<file path="config.mk">
export PLATFORM = sky130hd
export DESIGN_NAME = lin_sbc_control_registers
export DESIGN_NICKNAME = d
export VERILOG_FILES = /design/src/lin_sbc_pkg.sv /design/src/window_watchdog.sv /design/src/lin_sbc_control_registers.sv
export VERILOG_INCLUDE_DIRS = /design/src
export SDC_FILE = /design/constraint.sdc
export NUM_CORES = 1
export LEC_CHECK = 0
export ABC_AREA = 1
export BUFFER_PORTS_ARGS = -buffer_cell sky130_fd_sc_hd__buf_2
export CAP_MARGIN = 20
export CORE_UTILIZATION = 35
export DETAILED_ROUTE_END_ITERATION = 7
export SYNTH_ARGS = -nofsm -noshare
export SYNTH_HDL_FRONTEND = slang
export SYNTH_HIERARCHICAL = 1
export SYNTH_SLANG_ARGS = --single-unit
</file>
<file path="constraint.sdc">
create_clock -name sys_clk_i -period 2.25 [get_ports sys_clk_i]
set_clock_uncertainty 0.2 [all_clocks]
set_input_delay 0.45 -clock sys_clk_i [delete_from_list [all_inputs] [get_ports sys_clk_i]]
set_output_delay 0.45 -clock sys_clk_i [all_outputs]
set_load 0.005 [all_outputs]
</file>
<file path="src/lin_sbc_defs.svh">
`ifndef LIN_SBC_DEFS_SVH
`define LIN_SBC_DEFS_SVH

`define SLEW_CTRL_OFS 12'h004
`define TSD_CTRL_OFS 12'h005
`define WDT_TRIG_OFS 12'h006
`define LSD_DATA_OFS 12'h007
`define DEV_CFG_OFS 12'h003
`define SLEW_CTRL_ADDR 12'h010
`define TSD_CTRL_ADDR 12'h014
`define WDT_TRIG_ADDR 12'h018
`define LSD_DATA_ADDR 12'h01C
`define DEV_CFG_ADDR 12'h00C
`define WDT_STAT_ADDR 12'h020

`define SLEW_CTRL_RST 8'h01
`define TSD_CTRL_RST 8'h00
`define LSD_DATA_RST 8'h00
`define DEV_CFG_RST 8'h0B

`define SLEW_CTRL_MASK 8'h01
`define TSD_CTRL_MASK 8'h01
`define LSD_DATA_MASK 8'h03

`define CFG_LSD1_EN_BIT 0
`define CFG_LSD2_EN_BIT 1
`define LSD1_GATE_BIT 0
`define LSD2_GATE_BIT 1
`define SLEW_HIGH_BIT 0
`define TSD_REQ_BIT 0
`define WDT_TRIG_BIT 0

`define SYS_CLK_HZ 125000000
`define WDT_CLK_HZ 128000
`define WDT_CLR_PERIODS 2
`define WDT_DIV_CYCLES (`SYS_CLK_HZ / `WDT_CLK_HZ)
`define WDT_CLR_CYCLES (`WDT_CLR_PERIODS * `WDT_DIV_CYCLES)
`define WDT_INIT 16'h0000
`define WDT_WIN_OPEN 16'h0040
`define WDT_WIN_CLOSE 16'h0080
`define RST_PULSE_TICKS 8'h10
`endif

</file>
<file path="src/lin_sbc_pkg.sv">
package lin_sbc_pkg;
    typedef struct packed {
        logic psel;
        logic penable;
        logic pwrite;
        logic [11:0] paddr;
        logic [31:0] pwdata;
    } apb_req_s;

    typedef struct packed {
        logic pready;
        logic pslverr;
        logic [31:0] prdata;
    } apb_rsp_s;

    typedef struct packed {
        logic lsd1_en;
        logic lsd2_en;
        logic lsd1_gate;
        logic lsd2_gate;
        logic slew_high;
        logic shutdown;
    } drv_ctrl_s;

    typedef enum logic [1:0] {
        WDT_IDLE,
        WDT_CLEAR
    } trig_state_e;
endpackage

</file>
<file path="src/window_watchdog.sv">
`timescale 1ns/1ns
`include "lin_sbc_defs.svh"
module window_watchdog #(
    parameter int unsigned DIV_CYCLES = `WDT_DIV_CYCLES,
    parameter logic [15:0] WIN_OPEN = `WDT_WIN_OPEN,
    parameter logic [15:0] WIN_CLOSE = `WDT_WIN_CLOSE
) (
    input wire logic sys_clk_i,
    input wire logic rstn_i,
    input wire logic trigger_i,
    output logic tick_o,
    output logic [15:0] count_o,
    output logic fault_o
);
    typedef struct packed {
        logic [15:0] div;
        logic [15:0] count;
        logic tick;
        logic fault;
    } wdt_state_s;

    wdt_state_s s_r;
    wdt_state_s s_nxt;

    always_comb
    begin
        s_nxt = s_r;
        s_nxt.tick = 1'b0;
        s_nxt.fault = 1'b0;
        if (s_r.div == 16'(DIV_CYCLES - 1))
        begin
            s_nxt.div = 16'h0000;
            s_nxt.tick = 1'b1;
            if (s_r.count != 16'hFFFF)
            begin
                s_nxt.count = s_r.count + 16'h0001;
            end
        end
        else
        begin
            s_nxt.div = s_r.div + 16'h0001;
        end
        if (trigger_i)
        begin
            // A trigger too early or too late is a window violation.
            if (s_r.count < WIN_OPEN || s_r.count >= WIN_CLOSE)
            begin
                s_nxt.fault = 1'b1;
            end
            s_nxt.count = `WDT_INIT;
        end
    end

    always_ff @(posedge sys_clk_i or negedge rstn_i)
    begin
        if (!rstn_i)
        begin
            s_r <= '0;
        end
        else
        begin
            s_r <= s_nxt;
        end
    end

    assign tick_o = s_r.tick;
    assign count_o = s_r.count;
    assign fault_o = s_r.fault;
endmodule

</file>
<file path="src/lin_sbc_control_registers.sv">
`timescale 1ns/1ns
`include "lin_sbc_defs.svh"
module lin_sbc_control_registers #(
    parameter logic [7:0] RST_PULSE_TICKS = `RST_PULSE_TICKS
) (
    input wire logic sys_clk_i,
    input wire logic rstn_i,
    input wire lin_sbc_pkg::apb_req_s apb_req_i,
    output lin_sbc_pkg::apb_rsp_s apb_rsp_o,
    output lin_sbc_pkg::drv_ctrl_s drv_ctrl_o,
    output logic reset_out_o
);
    import lin_sbc_pkg::*;

    typedef struct packed {
        logic [7:0] slew;
        logic [7:0] tsd;
        logic [7:0] trig;
        logic [7:0] lsd;
        logic [7:0] cfg;
        trig_state_e tstate;
        logic [1:0] tick_cnt;
        logic [7:0] rst_cnt;
        logic rst_out;
        logic [7:0] fault_cnt;
        logic pready;
        logic pslverr;
        logic [31:0] prdata;
        drv_ctrl_s drv;
    } regs_state_s;

    regs_state_s s_r;
    regs_state_s s_nxt;
    logic wdt_tick;
    logic [15:0] wdt_count;
    logic wdt_fault;
    logic trig_pulse;
    logic setup;
    logic access;
    logic wr;

    ////////////////////////////////////////////////////////////////////////
    // The answer is staged at the setup edge so that pready and read data
    // leave flip-flops with no wait state. A write, trigger included, lands
    // only at the access edge where the master samples pready high, so an
    // aborted or stretched transfer never half-commits.

    assign setup = apb_req_i.psel && !apb_req_i.penable;
    assign access = apb_req_i.psel && apb_req_i.penable && s_r.pready;
    assign wr = access && apb_req_i.pwrite;
    assign trig_pulse = wr && apb_req_i.paddr == `WDT_TRIG_ADDR
        && apb_req_i.pwdata[`WDT_TRIG_BIT];

    window_watchdog u_wdt (
        .sys_clk_i(sys_clk_i),
        .rstn_i(rstn_i),
        .trigger_i(trig_pulse),
        .tick_o(wdt_tick),
        .count_o(wdt_count),
        .fault_o(wdt_fault)
    );

    ////////////////////////////////////////////////////////////////////////

    always_comb
    begin
        s_nxt = s_r;
        s_nxt.pready = 1'b0;
        s_nxt.pslverr = 1'b0;
        if (setup)
        begin
            s_nxt.pready = 1'b1;
            s_nxt.prdata = 32'h0000_0000;
            unique case (apb_req_i.paddr)
                `DEV_CFG_ADDR:
                begin
                    s_nxt.prdata[7:0] = s_r.cfg;
                end
                `SLEW_CTRL_ADDR:
                begin
                    s_nxt.prdata[7:0] = s_r.slew;
                end
                `TSD_CTRL_ADDR:
                begin
                    s_nxt.prdata[7:0] = s_r.tsd;
                end
                `WDT_TRIG_ADDR:
                begin
                    // Write-only: reads return zero.
                end
                `LSD_DATA_ADDR:
                begin
                    s_nxt.prdata[7:0] = s_r.lsd;
                end
                `WDT_STAT_ADDR:
                begin
                    // Bit 17 shows the pending trigger bit, so software can
                    // watch it clear itself.
                    s_nxt.prdata = {s_r.fault_cnt, 6'h00, s_r.trig[0],
                        s_r.rst_out, wdt_count};
                end
                default:
                begin
                    s_nxt.pslverr = 1'b1;
                end
            endcase
        end

        if (wr)
        begin
            unique case (apb_req_i.paddr)
                `DEV_CFG_ADDR:
                begin
                    s_nxt.cfg = apb_req_i.pwdata[7:0];
                end
                `SLEW_CTRL_ADDR:
                begin
                    // Reserved bits are dropped on write and read zero.
                    s_nxt.slew = apb_req_i.pwdata[7:0] & `SLEW_CTRL_MASK;
                end
                `TSD_CTRL_ADDR:
                begin
                    s_nxt.tsd = apb_req_i.pwdata[7:0] & `TSD_CTRL_MASK;
                end
                `WDT_TRIG_ADDR:
                begin
                    if (trig_pulse)
                    begin
                        s_nxt.trig = 8'h01;
                        s_nxt.tstate = WDT_CLEAR;
                        s_nxt.tick_cnt = 2'b00;
                    end
                end
                `LSD_DATA_ADDR:
                begin
                    s_nxt.lsd = apb_req_i.pwdata[7:0] & `LSD_DATA_MASK;
                end
                default:
                begin
                    // Unmapped and read-only words ignore writes.
                end
            endcase
        end

        // The trigger bit self-clears on the second watchdog tick after it is set, one to two periods later.
        unique case (s_r.tstate)
            WDT_IDLE:
            begin
            end
            WDT_CLEAR:
            begin
                if (wdt_tick && !trig_pulse)
                begin
                    if (s_r.tick_cnt == 2'(`WDT_CLR_PERIODS - 1))
                    begin
                        s_nxt.trig = 8'h00;
                        s_nxt.tstate = WDT_IDLE;
                    end
                    else
                    begin
                        s_nxt.tick_cnt = s_r.tick_cnt + 2'b01;
                    end
                end
            end
            default:
            begin
                s_nxt.tstate = WDT_IDLE;
            end
        endcase

        // Reset output is held for a fixed number of watchdog ticks.
        if (wdt_fault)
        begin
            s_nxt.rst_out = 1'b1;
            s_nxt.rst_cnt = RST_PULSE_TICKS;
            if (s_r.fault_cnt != 8'hFF)
            begin
                s_nxt.fault_cnt = s_r.fault_cnt + 8'h01;
            end
        end
        else if (s_r.rst_out && wdt_tick)
        begin
            if (s_r.rst_cnt <= 8'h01)
            begin
                s_nxt.rst_out = 1'b0;
                s_nxt.rst_cnt = 8'h00;
            end
            else
            begin
                s_nxt.rst_cnt = s_r.rst_cnt - 8'h01;
            end
        end

        s_nxt.drv.lsd1_en = s_nxt.cfg[`CFG_LSD1_EN_BIT];
        s_nxt.drv.lsd2_en = s_nxt.cfg[`CFG_LSD2_EN_BIT];
        s_nxt.drv.lsd1_gate = s_nxt.lsd[`LSD1_GATE_BIT];
        s_nxt.drv.lsd2_gate = s_nxt.lsd[`LSD2_GATE_BIT];
        s_nxt.drv.slew_high = s_nxt.slew[`SLEW_HIGH_BIT];
        s_nxt.drv.shutdown = s_nxt.tsd[`TSD_REQ_BIT];
    end

    always_ff @(posedge sys_clk_i or negedge rstn_i)
    begin
        if (!rstn_i)
        begin
            s_r <= '0;
            s_r.slew <= `SLEW_CTRL_RST;
            s_r.tsd <= `TSD_CTRL_RST;
            s_r.lsd <= `LSD_DATA_RST;
            s_r.cfg <= `DEV_CFG_RST;
            s_r.tstate <= WDT_IDLE;
            s_r.drv.lsd1_en <= 1'b1;
            s_r.drv.lsd2_en <= 1'b1;
            s_r.drv.slew_high <= 1'b1;
        end
        else
        begin
            s_r <= s_nxt;
        end
    end

    assign apb_rsp_o.pready = s_r.pready;
    assign apb_rsp_o.pslverr = s_r.pslverr;
    assign apb_rsp_o.prdata = s_r.prdata;
    assign drv_ctrl_o = s_r.drv;
    assign reset_out_o = s_r.rst_out;
endmodule

</file>
==> flow_metrics.env, run 1 <==
export IMPL_gr_usage_all_layers_pct=14.4
export IMPL_worst_pin_slew_ns=0.501
export IMPL_cts_tree="done"
export IMPL_die_w_um=127
export IMPL_status="completed"
export IMPL_initial_core_util_pct=36.1
export IMPL_hpwl_um=8070
export IMPL_crit_start="u_wdt/s_r[18]"
export IMPL_grt_max_degree=51
export IMPL_syn_area_per_cell_um2=8.04
export IMPL_critPathTopFamily="simple AND/OR/NAND/NOR gates"
export IMPL_synth_seq_cells=96
export IMPL_cp_num_buf_inv=1
export IMPL_fin_setup_tns_ns=0
export IMPL_clkPwrFrac_pct=42.6
export IMPL_drtIter0Drc=228
export IMPL_cts_sinks=96
export IMPL_dieArea_um2=16200
export IMPL_ys_flop_type="dfrtp_1"
export IMPL_cts_made_buffers=9
export IMPL_timing_rr_start="u_wdt/s_r[18]"
export IMPL_diodes=0
export IMPL_grt_pass1_vias=4026
export IMPL_p_leak_nw=3.04
export IMPL_cts_root_buf="clkbuf_16"
export IMPL_sw_frac_of_total_pct=22.8
export IMPL_worstSetupEndpointType="flop"
export IMPL_overflow=0
export IMPL_clock_insertion_delay_worst_skew_ns=0.34
export IMPL_min_path_type="in2reg"
export IMPL_io_buffers=59
export IMPL_min_period_over_period_pct=83.1
export IMPL_setup_viol=0
export IMPL_drc=0
export IMPL_ir_drop_v=0.000285
export IMPL_power_density_nw_per_um2=543
export IMPL_hold_viol=0
export IMPL_rows=45
export IMPL_cts_setup_buffers=0
export IMPL_via_per_inst=4.50
export IMPL_p_sw_w=0.000742
export IMPL_worstPathCellList="ha_1 -> nand2_2 -> nor2_2 -> nand3_2 -> nor2_4 -> nand2_4 -> nand2_4 -> inv_4 -> nand2_1 -> nand2_1"
export IMPL_max_freq_mhz=535
export IMPL_clkTransAtPathRegs_ns=0.07
export IMPL_synth_seq_area_share_pct=43.7
export IMPL_post_route_min_period_ns=1.87
export IMPL_rsz0062_at_grt="false"
export IMPL_maxSlewHeadroom_pct=66.6
export IMPL_finalMaxSlewViolations=0
export IMPL_path_class="reg2reg"
export IMPL_internal_power_w=0.00251
export IMPL_core_um2=15300
export IMPL_totalWireLength_um=10700
export IMPL_synth_common_cells="nand2_1 (176), dfrtp_1 (92), inv_1 (69)"
export IMPL_pin_count=90
export IMPL_syn_inst=685
export IMPL_synth_edf_count=0
export IMPL_place_congestion=0.833
export IMPL_synth_cell_types=43
export IMPL_dr_total_vias=4160
export IMPL_yosys_area_top_type_share_pct=41.8
export IMPL_whs_ns=0.103
export IMPL_critical_path_required_ns=2.27
export IMPL_cp_arrival_ns=1.89
export IMPL_antenna_found_initial=0
export IMPL_netlist_area_um2=5510
export IMPL_yosysTopAreaCell="dfrtp_1"
export IMPL_ys_async_sr_fraction_pct=100
export IMPL_slowest_stage="dfrtp_1"
export IMPL_ys_warn_count=6
export IMPL_htreeDepth=3
export IMPL_wl_per_cell_um=11.6
export IMPL_worstPathMaxFanout=10
export IMPL_synth_area_leaders="dfrtp_1 (42%), nand2_1 (12%), buf_4 (7.8%), nand3_1 (4.7%), inv_1 (4.7%)"
export IMPL_die_y_um=127
export IMPL_first_pass_iters=4
export IMPL_max_stage_delay_ns=0.37
export IMPL_max_cap_violations=0
export IMPL_nNetsFinal=765
export IMPL_area_growth_pct=8.84
export IMPL_clockBufferDepth=2
export IMPL_drive_gt1_share_pct=20.3
export IMPL_combPwrFrac_pct=4.2
export IMPL_post_synth_top_count_cell="nand2_1"
export IMPL_pwr_share_seq_pct=53.2
export IMPL_antenna_left=0
export IMPL_grt_pass1_wl_um=18800
export IMPL_hold_start="apb_req_i[45]"
export IMPL_startpoint_type="flop"
==> path summary, 6_finish.rpt <==
| path | slack, ns | depth (start not counted) | end |
|---|---|---|---|
| worst max-delay path | 0.38 | 10 | u_wdt/count_o[7] |
| worst min-delay path | 0.10 | 2 | apb_rsp_o[33] |
| worst max register to register | 0.38 | 10 | u_wdt/count_o[7] |
| worst min register to register | 0.25 | 1 | s_r[59] |
| max in group asynchronous | 0.90 | 3 | s_r[64] |
| min in group asynchronous | 0.34 | 2 | apb_rsp_o[14] |
==> stage by stage <==
stage	setup slack (ns)	cells	cell area (µm²)	power (W)	util [%]
floorplan	0.204	691	5530	0.00183	-
global placement	0.132	909	5720	0.00190	37.5
detailed placement	0.124	909	5720	0.00191	37.5
CTS	0.353	925	5990	0.00331	39.3
global route	0.198	925	5990	0.00340	39.3
finish	0.380	925	5990	0.00326	39.3
==> power by group through the flow <==
stage / logic [W] / clock network [W] / registers (W)
after detailed placement: 0.000140 / 0 / 0.00177
after global placement: 0.000139 / 0 / 0.00177
after CTS: 0.000142 / 0.00144 / 0.00173
final: 0.000137 / 0.00139 / 0.00173
after floorplan: 0.0000647 / 0 / 0.00177
after global routing: 0.000158 / 0.00151 / 0.00173
==> per-layer routing <==
layer | wire, µm | up-vias | track usage [%]
met5 | 0 | - | 0
met4 | 159 | 0 | 4.83
met3 | 305 | 10 | 2.43
met2 | 4960 | 61 | 23.7
met1 | 5280 | 1918 | 19.2
li1 | - | 2171 | -
==> logic make-up after synthesis <==
logic type | Yosys count | synth area share, %
other | 1 | 0.0681
AND/OR/NAND/NOR | 359 | 31.2
buffers and inverters | 145 | 14.2
AO/OA/AOI/OAI | 57 | 6.16
flip-flops | 96 | 43.7
XOR/XNOR | 21 | 3.34
adder cells (fa/ha/maj) | 6 | 1.36
==> placed cells by master, fill, tap and decap left out, drive strengths merged <==
cell and instances:
clkbuf 10, dfrtp 92, nor3 17, nor2 71, a21o 1, xor2 18
clkinvlp 2, nand4 21, nor3b 3, dfstp 4, o211ai 3, inv 81
xnor2 3, nand3 57, a21oi 7, o22ai 2, o31ai 3, ha 6
buf 71, conb 7, dlygate4sd3 1, or2 1, nor4 1, clkinv 3
o21ai 41, and3 1, nand2 186, nor2b 1
==> state kept, by name, summed over array words and instances (netlist names) <==
register       cells
u_wdt/tick_o       1
u_wdt/fault_o      1
u_wdt/count_o     16
reset_out_o        1
u_wdt/s_r         16
s_r               33
apb_rsp_o         28
==> worst reg2reg max path: stages (launching register included) <==
cell,delay [ns]
dfrtp_1,0.37
ha_1,0.22
nand2_2,0.08
nor2_2,0.09
nand3_2,0.10
nor2_4,0.27
nand2_4,0.10
nand2_4,0.14
inv_4,0.07
nand2_1,0.06
nand2_1,0.06
==> timing repair <==
action                                 CTS  global route
hold buffers                             1             0
endpoints found under the hold margin   12             0
resized for setup                        0             0
==> final cells by class <==
cell class,instances,area (µm²)
fillers,1572,9260
flip-flops and latches,96,2410
multi-input cells,450,2340
repair buffers,72,410
inverters,81,307
well taps,211,264
clock buffers,10,229
clock inverters,5,33.8
(Power assumes the default switching activity.)
==> run 2: changes to the inputs <==
Clock period 2.25 ns to 1.8 ns, I/O delays scaled along.
==> run 2 against run 1 <==
  * Fmax rose by 11%
  * Non-clock buffer count rose by 32
  * Cell area rose by 5.8%
  * Sequential share of layout area fell by 2.2 points
  * Clock power rose by 31%
  * Critical endpoint is now u_wdt/count_o[9]
==> flow_metrics.env, run 2 (same netlist as run 1, synthesis figures left out) <==
export IMPL_rsz0062_at_grt="true"
export IMPL_dr_total_vias=4311
export IMPL_power_density_nw_per_um2=659
export IMPL_multi_input_area_um2=2420
export IMPL_die_y_um=127
export IMPL_initial_core_util_pct=36.1
export IMPL_max_flop_register="s_r"
export IMPL_post_route_min_period_ns=1.68
export IMPL_rows=45
export IMPL_min_path_type="in2reg"
export IMPL_worstSetupEndpointType="flop"
export IMPL_internal_power_w=0.00325
export IMPL_grt_pass1_vias=4191
export IMPL_status="completed"
export IMPL_dieArea_um2=16200
export IMPL_antenna_found_initial=0
export IMPL_cts_made_buffers=9
export IMPL_overflow=0
export IMPL_core_um2=15300
export IMPL_hold_viol=0
export IMPL_combPwrFrac_pct=4.5
export IMPL_max_freq_mhz=594
export IMPL_cp_arrival_ns=1.77
export IMPL_critical_path_required_ns=1.89
export IMPL_largest_reg_flops=33
export IMPL_path_class="reg2reg"
export IMPL_sw_frac_of_total_pct=22.3
export IMPL_antenna_left=0
export IMPL_drtIter0Drc=232
export IMPL_ir_drop_v=0.000462
export IMPL_max_cap_violations=0
export IMPL_pre_cts_ws_ns=-0.0374
export IMPL_cts_setup_buffers=0
export IMPL_fillCellCount=1528
export IMPL_pin_count=90
export IMPL_crit_start="u_wdt/count_o[0]"
export IMPL_gr_usage_all_layers_pct=15.2
export IMPL_grt_pass1_wl_um=19600
export IMPL_startpoint_type="flop"
export IMPL_place_congestion=0.860
export IMPL_hold_start="apb_req_i[3]"
export IMPL_cts_tree="done"
export IMPL_max_stage_delay_ns=0.35
export IMPL_worstPathMaxFanout=10
export IMPL_final_common_cell="nand2_1"
export IMPL_clkPwrFrac_pct=43.7
export IMPL_totalWireLength_um=11100
export IMPL_worstPathCellList="ha_2 -> nand2_2 -> nor2_2 -> nand4_2 -> nand2_4 -> nand2_8 -> inv_4 -> nand2_1 -> nand2_1"
export IMPL_drive_gt1_share_pct=25.8
export IMPL_die_w_um=127
export IMPL_slowest_stage="dfrtp_1"
export IMPL_drc=0
export IMPL_wl_per_cell_um=11.6
export IMPL_htreeDepth=3
export IMPL_cp_num_buf_inv=1
export IMPL_finalWorstSetupSlack_ns=0.115
export IMPL_grt_max_degree=43
export IMPL_critPathTopFamily="simple AND/OR/NAND/NOR gates"
export IMPL_clkTransAtPathRegs_ns=0.06
export IMPL_critPathMostFrequentCell="nand2_1"
export IMPL_pwr_share_seq_pct=51.9
export IMPL_setup_viol=0
export IMPL_final_cell_mix="nand2_1 (172), dfrtp_1 (92), inv_1 (68), buf_2 (58), nor2_1 (53)"
export IMPL_clock_insertion_delay_worst_skew_ns=0.35
export IMPL_nNetsFinal=797
export IMPL_p_leak_nw=3.22
export IMPL_first_pass_iters=4
export IMPL_diodes=0
export IMPL_clockBufferDepth=2
export IMPL_finalMaxSlewViolations=0
export IMPL_timing_rr_start="u_wdt/count_o[0]"
export IMPL_cts_root_buf="clkbuf_16"
export IMPL_ff_latch_area_um2=2410
export IMPL_io_buffers=59
export IMPL_area_growth_pct=15.2
export IMPL_cts_sinks=96
export IMPL_whs_ns=0.0252
export IMPL_hpwl_um=8410
export IMPL_via_per_inst=4.50
export IMPL_min_period_over_period_pct=93.6
export IMPL_p_sw_w=0.000932
[run 2: cell count changes in the layout (fill, tap and decap cells not counted), moves of 4 or more]
cell	previous run	this run
buf_4	12	42
nand2_1	176	172
nand2_2	8	12
nor2_1	57	53
nor3_1	14	10
nor3_2	2	6
[run 2: timing repair]
item,4_1_cts,5_1_grt
resized for setup,0,22
hold endpoints to repair,92,0
hold buffers,1,0
setup endpoints to repair,0,27
[run 2: final cells by class]
class	instances	area share, %
timing repair buffer	104	10.5
tap	211	4.16
multi-input combinational	450	38.1
clock inverter	2	0.256
sequential	96	37.9
clock buffer	14	4.16
inverter	81	4.85
[run 2: metrics by stage]
| stage | TNS [ns] | std cells | power [W] | area (µm²) | utilization [%] |
|---|---|---|---|---|---|
| after detailed placement | -0.236 | 941 | 0.00240 | 5980 | 39.2 |
| after global placement | -0.112 | 941 | 0.00240 | 5980 | 39.2 |
| after floorplan | 0 | 691 | 0.00229 | 5530 | - |
| after CTS | 0 | 958 | 0.00425 | 6270 | 41.1 |
| final | 0 | 958 | 0.00418 | 6340 | 41.6 |
| after global routing | -0.102 | 958 | 0.00436 | 6340 | 41.6 |
[run 2: tightest hold or removal path, stage by stage]
cell,delay [ns]
buf_2,0.10
inv_1,0.06
o21ai_2,0.06
[run 2: per-layer routing]
metal / GRT usage, % / up-vias / wire length [µm]
met5: 0 / - / 0
met4: 7.70 / 0 / 276
met3: 2.22 / 16 / 299
met2: 24.7 / 49 / 5220
met1: 19.8 / 2004 / 5310
li1: - / 2242 / -
[run 2: power by group through the flow]
| stage | sequential (W) | clock [W] | combinational [W] |
|---|---|---|---|
| 6_report | 0.00217 | 0.00182 | 0.000187 |
| 5_1_grt | 0.00217 | 0.00198 | 0.000215 |
| 4_1_cts | 0.00217 | 0.00189 | 0.000194 |
| 3_5_place_dp | 0.00221 | 0 | 0.000192 |
| 3_3_place_gp | 0.00221 | 0 | 0.000191 |
| 2_1_floorplan | 0.00221 | 0 | 0.0000808 |
[run 2: final timing paths]
check | to | slack (ns) | cells past startpoint
worst min register to register | s_r[59] | 0.25 | 1
worst max-delay path | u_wdt/count_o[9] | 0.12 | 9
min in group asynchronous | apb_rsp_o[17] | 0.18 | 2
max in group asynchronous | s_r[61] | 0.67 | 3
worst max register to register | u_wdt/count_o[9] | 0.12 | 9
worst min-delay path | s_r[64] | 0.03 | 3
==> run 3: changes to the inputs <==
Settings changed: CORE_UTILIZATION 35 to 57, PLACE_DENSITY from default to 0.8.
==> run 3 against run 2 <==
  * Sequential share of layout area up 0.41 points
  * Clock power down 27%
  * Hold slack worse by 0.016 ns
  * Largest cell class unchanged
  * The run now ends with setup timing left
  * Critical path type unchanged
==> flow_metrics.env, run 3 (same netlist as run 1, synthesis figures left out) <==
export IMPL_status="finished with violations"
export IMPL_violations="setup timing"
export IMPL_clockBufferDepth=2
export IMPL_cts_made_buffers=9
export IMPL_startpoint_type="flop"
export IMPL_timing_rr_start="u_wdt/s_r[23]"
export IMPL_fin_util_pct=67.6
export IMPL_fin_setup_tns_ns=-1.23
export IMPL_finalMaxSlewViolations=0
export IMPL_reg2reg_depth=9
export IMPL_drtIter0Drc=460
export IMPL_critical_path_required_ns=1.86
export IMPL_diodes=0
export IMPL_grt_pass1_wl_um=19500
export IMPL_p_leak_nw=3.26
export IMPL_ir_drop_v=0.000317
export IMPL_gr_usage_all_layers_pct=24.5
export IMPL_clock_insertion_delay_worst_skew_ns=0.37
export IMPL_postLayoutCellArea_um2=6280
export IMPL_rows=35
export IMPL_finalWorstSetupSlack_ns=-0.106
export IMPL_max_stage_delay_ns=0.42
export IMPL_largest_reg_flops=33
export IMPL_io_buffers=59
export IMPL_final_common_cell="nand2_1"
export IMPL_fillCellCount=719
export IMPL_max_flop_register="s_r"
export IMPL_cp_arrival_ns=1.97
export IMPL_wl_per_cell_um=14.0
export IMPL_path_class="reg2reg"
export IMPL_cts_sinks=96
export IMPL_r2r_end="u_wdt/count_o[4]"
export IMPL_nNetsFinal=801
export IMPL_grt_max_degree=58
export IMPL_max_freq_mhz=525
export IMPL_grt_pass1_vias=4370
export IMPL_rsz0062_at_grt="true"
export IMPL_die_w_um=100
export IMPL_hold_viol=0
export IMPL_htreeDepth=3
export IMPL_pin_count=90
export IMPL_via_per_inst=5.32
export IMPL_dr_total_vias=4685
export IMPL_final_cell_mix="nand2_1 (170), dfrtp_1 (91), inv_1 (69), buf_2 (58), nor2_1 (51)"
export IMPL_antenna_left=0
export IMPL_clkTransAtPathRegs_ns=0.10
export IMPL_critPathMostFrequentCell="nand2_1"
export IMPL_first_pass_iters=7
export IMPL_dieArea_um2=10100
export IMPL_overflow=0
export IMPL_r2r_slack_ns=-0.11
export IMPL_setup_viol=15
export IMPL_drc=0
export IMPL_max_cap_violations=0
export IMPL_worstPathMaxFanout=6
export IMPL_worstPathCellList="inv_1 -> nand2_1 -> nor2_1 -> nand2_1 -> nor2_4 -> nand2_4 -> nand2_8 -> buf_12 -> o21ai_1"
export IMPL_totalWireLength_um=12300
export IMPL_area_growth_pct=14.0
export IMPL_antenna_found_initial=0
export IMPL_crit_start="u_wdt/s_r[23]"
export IMPL_place_congestion=0.960
export IMPL_cts_tree="done"
export IMPL_die_y_um=100
export IMPL_slowest_stage="dfrtp_1"
export IMPL_post_route_min_period_ns=1.91
export IMPL_drive_gt1_share_pct=27.7
export IMPL_core_um2=9280
export IMPL_cts_root_buf="clkbuf_8"
export IMPL_postPlaceCellArea_um2=5820
export IMPL_min_path_type="in2reg"
export IMPL_hpwl_um=8680
export IMPL_initial_core_util_pct=59.3
export IMPL_min_period_over_period_pct=106
export IMPL_cp_endpoint="u_wdt/count_o[4]"
export IMPL_power_density_nw_per_um2=585
export IMPL_worstSetupEndpointType="flop"
## run 3: what timing repair did
action	in CTS	in global routing
gates resized for setup	3	47
pin swaps	1	11
hold buffers	2	0
buffers inserted	0	9
endpoints found under the setup margin	8	30
endpoints found under the hold margin	24	0
## run 3: routing by layer
| metal | track usage (%) | up-vias | wire length [µm] |
|---|---|---|---|
| li1 | - | 2245 | - |
| met1 | 31.1 | 2230 | 5100 |
| met2 | 41.9 | 164 | 6200 |
| met3 | 5.36 | 46 | 607 |
| met4 | 7.80 | 0 | 387 |
| met5 | 0 | - | 0 |
## run 3: metrics by stage
step | setup WS, ns | hold WS, ns | std cells | total power (W)
floorplan | 0.00326 | -0.136 | 691 | 0.00229
global placement | -0.0768 | 0.0604 | 853 | 0.00239
detailed placement | -0.101 | 0.0683 | 853 | 0.00239
CTS | -0.000468 | 0.000606 | 871 | 0.00370
global route | -0.194 | 0.00699 | 880 | 0.00381
finish | -0.106 | 0.00875 | 880 | 0.00367
## run 3: final cells by class
class	count	area [µm²]	share of cell area, %
Clock buffer	9	124	1.97
Inverter	81	310	4.94
Timing Repair Buffer	108	703	11.2
Multi-Input combinational cell	450	2520	40.1
Tap cell	129	161	2.57
Clock inverter	7	52.6	0.837
Sequential cell	96	2410	38.4
## run 3: worst min path at each step
stage | start | to | slack (ns) | depth (start not counted)
after CTS | apb_req_i[3] | s_r[64] | 0.0006 | 3
after detailed placement | rstn_i | s_r[69] | 0.07 | 1
after global routing | apb_req_i[3] | s_r[64] | 0.007 | 3
after global placement | rstn_i | s_r[69] | 0.06 | 1
after floorplan | rstn_i | apb_rsp_o[0] | -0.14 | 0
final | apb_req_i[3] | s_r[64] | 0.009 | 3
## run 3: power by group
part / internal [W] / total, W / switching (W) / leakage, nW
logic: 0.0000665 / 0.000188 / 0.000122 / 1.87
clock network: 0.000517 / 0.00132 / 0.000800 / 0.0908
registers: 0.00216 / 0.00216 / 0.00000308 / 1.30
total: 0.00275 / 0.00367 / 0.000925 / 3.26
## run 3: critical path, delay by kind of cell (launching register included)
kind / cells / cell delay (ns)
buf+inv: 2 / 0.25
simple gates: 6 / 0.86
compound gates: 1 / 0.06
flops: 1 / 0.42
